--- config.mk ---
export PLATFORM = sky130hd
export DESIGN_NAME = alarm_regs
export DESIGN_NICKNAME = d
export VERILOG_FILES = /design/src/hdl/alarm_regs_pkg.sv /design/src/hdl/alarm_regs.sv
export SDC_FILE = /design/constraint.sdc
export NUM_CORES = 1
export LEC_CHECK = 0
export BUFFER_PORTS_ARGS = -buffer_cell sky130_fd_sc_hd__buf_4
export CORE_MARGIN = 4
export CORE_UTILIZATION = 57
export DETAILED_ROUTE_END_ITERATION = 10
export PLACE_DENSITY = 0.8
export SLEW_MARGIN = 20
export SYNTH_ARGS = -nofsm -noshare
export SYNTH_HDL_FRONTEND = slang
export SYNTH_SLANG_ARGS = --single-unit
--- constraint.sdc ---
create_clock -name clk_in -period 3.45 [get_ports clk_in]
set_input_delay 0.5175 -clock clk_in [delete_from_list [all_inputs] [get_ports clk_in]]
set_output_delay 0.5175 -clock clk_in [all_outputs]
set_load 0.01 [all_outputs]
--- src/hdl/alarm_regs_pkg.sv ---
// Package: register map, frame timing and carrier types for the alarm register bank
package alarm_regs_pkg;
  localparam int NUM_CHAN = 8;
  localparam logic [6:0] HYST_CH0_ADDR = 7'h15;
  localparam logic [6:0] LOW_UPPER_CH0_ADDR = 7'h18;
  localparam logic [6:0] LOW_LOWER_CH0_ADDR = 7'h19;
  localparam logic [6:0] CHAN_STRIDE = 7'h05;
  localparam logic [6:0] CMD_ECHO_ADDR = 7'h3F;
  localparam logic [7:0] LOW_UPPER_RESET = 8'h00;
  localparam logic [7:0] LOW_LOWER_RESET = 8'h00;
  localparam logic [7:0] HYST_RESET = 8'h00;
  localparam logic [7:0] CMD_ECHO_RESET = 8'h00;
  localparam logic [4:0] CMD_BITS = 5'h10;
  localparam logic [4:0] ECHO_START_FALL = 5'h10;
  localparam logic [4:0] ECHO_LAST_RISE = 5'h18;

  typedef struct packed {
    logic sclk;
    logic cs_n;
    logic sdi;
  } serial_in_t;

  typedef struct packed {
    logic [15:0] threshold;
    logic [7:0] hysteresis;
  } chan_alarm_t;
endpackage : alarm_regs_pkg

--- src/hdl/alarm_regs.sv ---
// Alarm low-threshold, hysteresis and command read-back registers behind the serial port
// Function
// - Per channel RW upper threshold byte, reset zero, channel 0 at 18h.
// - Per channel RW lower threshold byte, reset 00h, channel 0 at 19h.
// - Threshold is upper byte concatenated with lower byte; any byte value accepted.
// - Address 3Fh reads back command; read-only, resets to zero.
// - Read-back returns command executed in the previous frame.
// - Read-back shifted MSB first from the 16th falling clock edge.
// - First eight read-back bits carry the command's address and write bit; next eight are zero.
// - Per channel RW hysteresis register, reset zero, channel 0 at 15h.
`timescale 1ns/1ns
module alarm_regs (
  input wire logic clk_in,
  input wire logic resetn_in,
  input wire alarm_regs_pkg::serial_in_t ser_in,
  output logic sdo_out,
  output alarm_regs_pkg::chan_alarm_t [alarm_regs_pkg::NUM_CHAN-1:0] alarm_cfg_out
);
  import alarm_regs_pkg::*;

  typedef enum logic [2:0] {
    ST_IDLE = 3'b001,
    ST_CMD = 3'b010,
    ST_DATA = 3'b100
  } frame_st_t;

  // Two-flop synchronisers for the pins
  logic [2:0] sync1_r, sync2_r, prev_r;
  always_ff @(posedge clk_in) begin
    if (!resetn_in) begin
      sync1_r <= 3'b010;
      sync2_r <= 3'b010;
      prev_r <= 3'b010;
    end else begin
      sync1_r <= ser_in;
      sync2_r <= sync1_r;
      prev_r <= sync2_r;
    end
  end
  logic sclk_s, csn_s, sdi_s, rise, fall;
  assign sclk_s = sync2_r[2];
  assign csn_s = sync2_r[1];
  assign sdi_s = sync2_r[0];
  assign rise = !csn_s && sclk_s && !prev_r[2];
  assign fall = !csn_s && !sclk_s && prev_r[2];

  function automatic logic [2:0] chan_of(input logic [6:0] a, input logic [6:0] base);
    logic [6:0] d;
    d = a - base;
    chan_of = 3'h0;
    for (int i = 0; i < NUM_CHAN; i++) begin
      if (d == 7'(i * 5)) chan_of = 3'(i);
    end
  endfunction : chan_of

  function automatic logic hit(input logic [6:0] a, input logic [6:0] base);
    logic [6:0] d;
    d = a - base;
    hit = 1'b0;
    for (int i = 0; i < NUM_CHAN; i++) begin
      if (d == 7'(i * 5)) hit = 1'b1;
    end
  endfunction : hit

  frame_st_t st_r, st_nxt;
  logic [4:0] cnt_r, cnt_nxt;
  logic [15:0] sh_r, sh_nxt, last_cmd_r, last_cmd_nxt;
  logic [15:0] out_r, out_nxt;
  logic sdo_r, sdo_nxt;
  logic [7:0] upper_r [NUM_CHAN], upper_nxt [NUM_CHAN];
  logic [7:0] lower_r [NUM_CHAN], lower_nxt [NUM_CHAN];
  logic [7:0] hyst_r [NUM_CHAN], hyst_nxt [NUM_CHAN];

  always_comb begin
    logic [6:0] addr;
    logic wr;
    addr = sh_r[15:9];
    wr = sh_r[8];
    st_nxt = st_r;
    cnt_nxt = cnt_r;
    sh_nxt = sh_r;
    last_cmd_nxt = last_cmd_r;
    out_nxt = out_r;
    sdo_nxt = sdo_r;
    upper_nxt = upper_r;
    lower_nxt = lower_r;
    hyst_nxt = hyst_r;
    case (st_r)
      ST_IDLE: begin
        if (!csn_s) begin
          st_nxt = ST_CMD;
          cnt_nxt = 5'h00;
          sdo_nxt = 1'b0;
        end
      end
      ST_CMD, ST_DATA: begin
        if (csn_s) begin
          st_nxt = ST_IDLE;
          // Output returns low between frames, even after a cut frame
          sdo_nxt = 1'b0;
          // Frame ends: a fully shifted command becomes the previous command
          if (cnt_r >= CMD_BITS) last_cmd_nxt = sh_r;
        end else begin
          if (rise && cnt_r != 5'h1F) begin
            cnt_nxt = cnt_r + 5'h01;
            if (cnt_r < CMD_BITS) sh_nxt = {sh_r[14:0], sdi_s};
          end
          if (rise && cnt_r == CMD_BITS - 5'h01) st_nxt = ST_DATA;
          if (st_r == ST_DATA && fall && cnt_r == ECHO_START_FALL) begin
            out_nxt = 16'h0000;
            if (addr == CMD_ECHO_ADDR && !wr) begin
              out_nxt = {last_cmd_r[15:8], 8'h00};
            end else if (hit(addr, LOW_UPPER_CH0_ADDR)) begin
              out_nxt = {upper_r[chan_of(addr, LOW_UPPER_CH0_ADDR)], 8'h00};
            end else if (hit(addr, LOW_LOWER_CH0_ADDR)) begin
              out_nxt = {lower_r[chan_of(addr, LOW_LOWER_CH0_ADDR)], 8'h00};
            end else if (hit(addr, HYST_CH0_ADDR)) begin
              out_nxt = {hyst_r[chan_of(addr, HYST_CH0_ADDR)], 8'h00};
            end
            if (wr) begin
              if (hit(addr, LOW_UPPER_CH0_ADDR))
                upper_nxt[chan_of(addr, LOW_UPPER_CH0_ADDR)] = sh_r[7:0];
              if (hit(addr, LOW_LOWER_CH0_ADDR))
                lower_nxt[chan_of(addr, LOW_LOWER_CH0_ADDR)] = sh_r[7:0];
              if (hit(addr, HYST_CH0_ADDR))
                hyst_nxt[chan_of(addr, HYST_CH0_ADDR)] = sh_r[7:0];
            end
            sdo_nxt = out_nxt[15];
            out_nxt = {out_nxt[14:0], 1'b0};
          end else if (st_r == ST_DATA && fall && cnt_r > ECHO_START_FALL) begin
            sdo_nxt = out_r[15];
            out_nxt = {out_r[14:0], 1'b0};
          end
        end
      end
      default: st_nxt = ST_IDLE;
    endcase
  end

  always_ff @(posedge clk_in) begin
    if (!resetn_in) begin
      st_r <= ST_IDLE;
      cnt_r <= 5'h00;
      sh_r <= 16'h0000;
      last_cmd_r <= {CMD_ECHO_RESET, 8'h00};
      out_r <= 16'h0000;
      sdo_r <= 1'b0;
      for (int i = 0; i < NUM_CHAN; i++) begin
        upper_r[i] <= LOW_UPPER_RESET;
        lower_r[i] <= LOW_LOWER_RESET;
        hyst_r[i] <= HYST_RESET;
      end
    end else begin
      st_r <= st_nxt;
      cnt_r <= cnt_nxt;
      sh_r <= sh_nxt;
      last_cmd_r <= last_cmd_nxt;
      out_r <= out_nxt;
      sdo_r <= sdo_nxt;
      upper_r <= upper_nxt;
      lower_r <= lower_nxt;
      hyst_r <= hyst_nxt;
    end
  end

  assign sdo_out = sdo_r;
  always_comb begin
    for (int i = 0; i < NUM_CHAN; i++) begin
      alarm_cfg_out[i].threshold = {upper_r[i], lower_r[i]};
      alarm_cfg_out[i].hysteresis = hyst_r[i];
    end
  end

  // Assertions
  // Command execution point: the 16th falling serial clock edge of a frame
  logic exec_pt;
  assign exec_pt = st_r == ST_DATA && fall && cnt_r == ECHO_START_FALL;

  a_echo_low_zero: assert property (@(posedge clk_in) disable iff (!resetn_in)
    exec_pt && sh_r[15:8] == {CMD_ECHO_ADDR, 1'b0}
    |=> sdo_r == last_cmd_r[15] && out_r[8:0] == 9'h000)
    else $error("read-back low byte not zero");
  a_thr_concat: assert property (@(posedge clk_in) disable iff (!resetn_in)
    exec_pt && sh_r[15:8] == {LOW_LOWER_CH0_ADDR, 1'b1}
    |=> alarm_cfg_out[0].threshold == {$past(upper_r[0]), $past(sh_r[7:0])})
    else $error("threshold not formed from both bytes");
  a_upper_write: assert property (@(posedge clk_in) disable iff (!resetn_in)
    exec_pt && sh_r[15:8] == {LOW_UPPER_CH0_ADDR, 1'b1}
    |=> upper_r[0] == $past(sh_r[7:0]))
    else $error("upper threshold write lost");
  a_thr_hold: assert property (@(posedge clk_in) disable iff (!resetn_in)
    st_r == ST_IDLE |=> $stable(upper_r[0]) && $stable(lower_r[0]))
    else $error("threshold changed between frames");
  a_lower_hold: assert property (@(posedge clk_in) disable iff (!resetn_in)
    !fall |=> $stable(lower_r[1]))
    else $error("lower byte changed without a clock fall");
  a_hyst_write: assert property (@(posedge clk_in) disable iff (!resetn_in)
    exec_pt && sh_r[15:8] == {HYST_CH0_ADDR + CHAN_STRIDE, 1'b1}
    |=> hyst_r[1] == $past(sh_r[7:0]))
    else $error("hysteresis write lost");
  a_hyst_hold: assert property (@(posedge clk_in) disable iff (!resetn_in)
    !fall |=> $stable(hyst_r[0]))
    else $error("hysteresis changed without a clock fall");
  a_sdo_early: assert property (@(posedge clk_in) disable iff (!resetn_in)
    st_r != ST_DATA |-> !sdo_out)
    else $error("serial output not idle outside data phase");
  a_msb_first: assert property (@(posedge clk_in) disable iff (!resetn_in)
    st_r == ST_DATA && fall && cnt_r > ECHO_START_FALL |=> sdo_r == $past(out_r[15]))
    else $error("serial output not shifted msb first");
  a_echo_update: assert property (@(posedge clk_in) disable iff (!resetn_in)
    st_r != ST_IDLE && csn_s && cnt_r >= CMD_BITS |=> last_cmd_r == $past(sh_r))
    else $error("previous command not captured");
  a_echo_ro: assert property (@(posedge clk_in) disable iff (!resetn_in)
    !(st_r != ST_IDLE && csn_s) |=> $stable(last_cmd_r))
    else $error("read-back register changed inside a frame");
  c_short_frame: cover property (@(posedge clk_in) st_r == ST_DATA && csn_s
    && cnt_r == ECHO_LAST_RISE);
  c_frame: cover property (@(posedge clk_in) st_r == ST_DATA ##1 st_r == ST_IDLE);
  c_echo: cover property (@(posedge clk_in) fall && cnt_r == ECHO_START_FALL
    && sh_r[15:9] == CMD_ECHO_ADDR);
  c_write: cover property (@(posedge clk_in) upper_r[0] != LOW_UPPER_RESET);
endmodule : alarm_regs

==> impl_metrics.json <==
{
  "track_usage": 0.316,
  "fp.dieH_um": 155,
  "worstSetupEndpointType": "register",
  "via_per_inst": 5.98,
  "initial_utilization": 0.582,
  "yosys.area.top_type_share": 0.388,
  "yosys_warnings": 0,
  "reg2regPathDepth": 10,
  "wl_per_cell_um": 21.4,
  "synth.most_common_cell": "nand2_1",
  "drt_iter0_drc": 890,
  "antenna_found_initial": 0,
  "path_cells": "buf_4 > o311a_1 > or3_1 > and4b_1 > or2_1 > buf_4 > nand2_1 > a21oi_1 > o41ai_1 > a22oi_1",
  "yosys.area.top_type": "dfxtp_1",
  "io-pin-count": 198,
  "worstSkewPairLatency_ns": 0.56,
  "power_mw": 5.60,
  "synth_edf_count": 0,
  "register_area_mm2": 0.00479,
  "path_class": "register to register",
  "crit_end": "out_r[14]",
  "coreArea_mm2": 0.0212,
  "fin_worst_skew_ns": 0.0131,
  "cap_violations": 0,
  "relSlewSlack": 0.293,
  "port_buffers": 197,
  "grt_pass1_wl_um": 61300,
  "ys.flop_type": "dfxtp_1",
  "r2r_end": "out_r[14]",
  "reg2reg_slack_ns": 0.21,
  "crit_arrival_ns": 3.65,
  "worst-slew-pin-transition_ns": 1.05,
  "grt_start_max_net_pins": 240,
  "drc": 0,
  "rsz0062_at_grt": "false",
  "power_density_mw_per_mm2": 373,
  "cp_max_fo": 18,
  "multi_input_area_mm2": 0.00703,
  "fmax_ghz": 0.309,
  "min_period_ns": 3.24,
  "ys_ff_latch": 239,
  "r2r-start": "sh_r[11]",
  "htree_num_levels": 1,
  "synthArstFlopShare": 0,
  "postSynthAreaPerCell_um2": 8.90,
  "vias": 11094,
  "post-cts-setup-buffers": 0,
  "route.antenna.remaining_nets": 0,
  "syn_inst": 1385,
  "yosys-top-cells-count": "nand2_1, dfxtp_1, mux2i_1, nor2b_1, a21boi_0",
  "crit_required_ns": 3.86,
  "synth_nets": 1396,
  "cts_inserted_buffers": 27,
  "dieArea_mm2": 0.0240,
  "dp_hpwl_um": 28300,
  "fin_cells": 1854,
  "cp_common_cell": "buf_4",
  "total_leakage_power_nw": 5.95,
  "drt-total-wl_um": 39800,
  "diodes": 0,
  "min_period_over_period": 0.939,
  "areaGrowthSynthToFinish_pct": 21.8,
  "grt_pass1_vias": 10672,
  "clockBufferDepth": 3,
  "clock-root-buffer": "clkbuf_16",
  "cts_sinks": 239,
  "clk_pin_slew_ns": 0.06,
  "slowest_stage": "or2_1",
  "setup.worst_path.start": "sh_r[11]",
  "hold_viol": 0,
  "ys_types": 88,
  "fillers": 1665,
  "hold_class": "input port to register",
  "die_w_um": 155,
  "place_inst": 1810,
  "slowest_delay_ns": 0.44,
  "fin_setup_tns_ns": 0,
  "rows": 53,
  "layout-drive-gt1-share": 0.222,
  "status": "complete, no violations",
  "fin_nets": 1575,
  "cp-start-kind": "register",
  "routabilityCongestion": 1.02,
  "drt-pass1-iter-count": 5,
  "seq_area_frac_synth": 0.388,
  "cts_resized": 0,
  "gr-total-overflow": 0,
  "setup_viol": 0,
  "slew_violations": 0,
  "syn_area_mm2": 0.0123,
  "ys_top_cells_by_area": "dfxtp_1, mux2i_1, nand2_1",
  "hold_depth": 2,
  "ir_worst_vdd_mv": 0.430,
  "cts_hold_buffers": 0,
  "cts_tree": "yes"
}
-- where the power goes --
group	switching, mW	leakage [nW]	internal [mW]	total (mW)
Clock	1.17	0.402	1.58	2.75
Sequential	0.00335	1.93	2.76	2.77
Combinational	0.0380	3.63	0.0418	0.0798
-- metrics by stage --
stage | hold WS [ns] | setup WS (ns) | cell area, um^2 | util
global placement | 0.393 | 0.259 | 14200 | 0.670
finish | 0.160 | 0.211 | 15000 | 0.710
detailed placement | 0.393 | 0.185 | 14200 | 0.670
global route | 0.167 | 0.0572 | 15000 | 0.710
CTS | 0.155 | 0.140 | 15000 | 0.709
floorplan | 0.386 | 0.446 | 12300 | -
-- metal layers --
metal  GRT usage  wire length (um)
met1       0.441             17100
met2       0.501             18000
met5           0                 0
met4      0.0841              1210
met3      0.0651              3450
-- cell usage in the layout, fill, tap and decap left out, types with 13 or more instances in the layout --
cell type	n
buf_4	257
nand2_1	244
dfxtp_1	238
mux2i_1	187
nor2b_1	141
a21boi_0	69
a21oi_1	37
nor2_1	34
clkbuf_16	27
o21ai_0	20
nand2b_1	18
nand3_1	15
nor3_1	14
and2_1	13
o22ai_1	13
-- worst min path at each step --
| stage | startpoint | end | slack, ns |
|---|---|---|---|
| floorplan | sync1_r[1] | sync2_r[1] | 0.39 |
| finish | ser_in[1] | sync1_r[1] | 0.16 |
| detailed placement | sync1_r[1] | sync2_r[1] | 0.39 |
| global route | ser_in[1] | sync1_r[1] | 0.17 |
| CTS | ser_in[1] | sync1_r[1] | 0.15 |
| global placement | sync1_r[1] | sync2_r[1] | 0.39 |
-- cell families (layout without fill, tap and decap cells) --
group / Yosys count / count (layout) / synth area share
AOI/OAI and AO/OA: 253 / 253 / 0.151
muxes: 198 / 198 / 0.162
buffers and inverters: 120 / 314 / 0.0438
xor gates and xnor gates: 7 / 7 / 0.00559
adders and majority gates: 6 / 6 / 0.00609
DFF: 239 / 239 / 0.388
and+or+nand+nor: 562 / 562 / 0.243
-- cell type report --
type,count,share of cell area
Tap cell,275,0.0229
Clock buffer,38,0.0498
Inverter,10,0.00250
Timing Repair Buffer,260,0.133
Clock inverter,6,0.00525
Multi-Input combinational cell,1026,0.468
Sequential cell,239,0.319
-- registers in the layout, summed over array words and instances, names as in the netlist, 3 cells and up --
| register | cells |
|---|---|
| last_cmd_r | 8 |
| out_r | 7 |
| sync2_r | 3 |
| st_r | 3 |
| sh_r | 16 |
| alarm_cfg_out | 192 |
| cnt_r | 5 |
| sync1_r | 3 |
-- worst max-delay path: cells and delay by family (launching register included) --
family,cells,cell delay (ns)
AO/OA/AOI/OAI,4,1.02
buffers and inverters,2,0.50
flip-flops,1,0.42
AND/OR/NAND/NOR,4,1.14
Power figures use the tool's default switching activity.
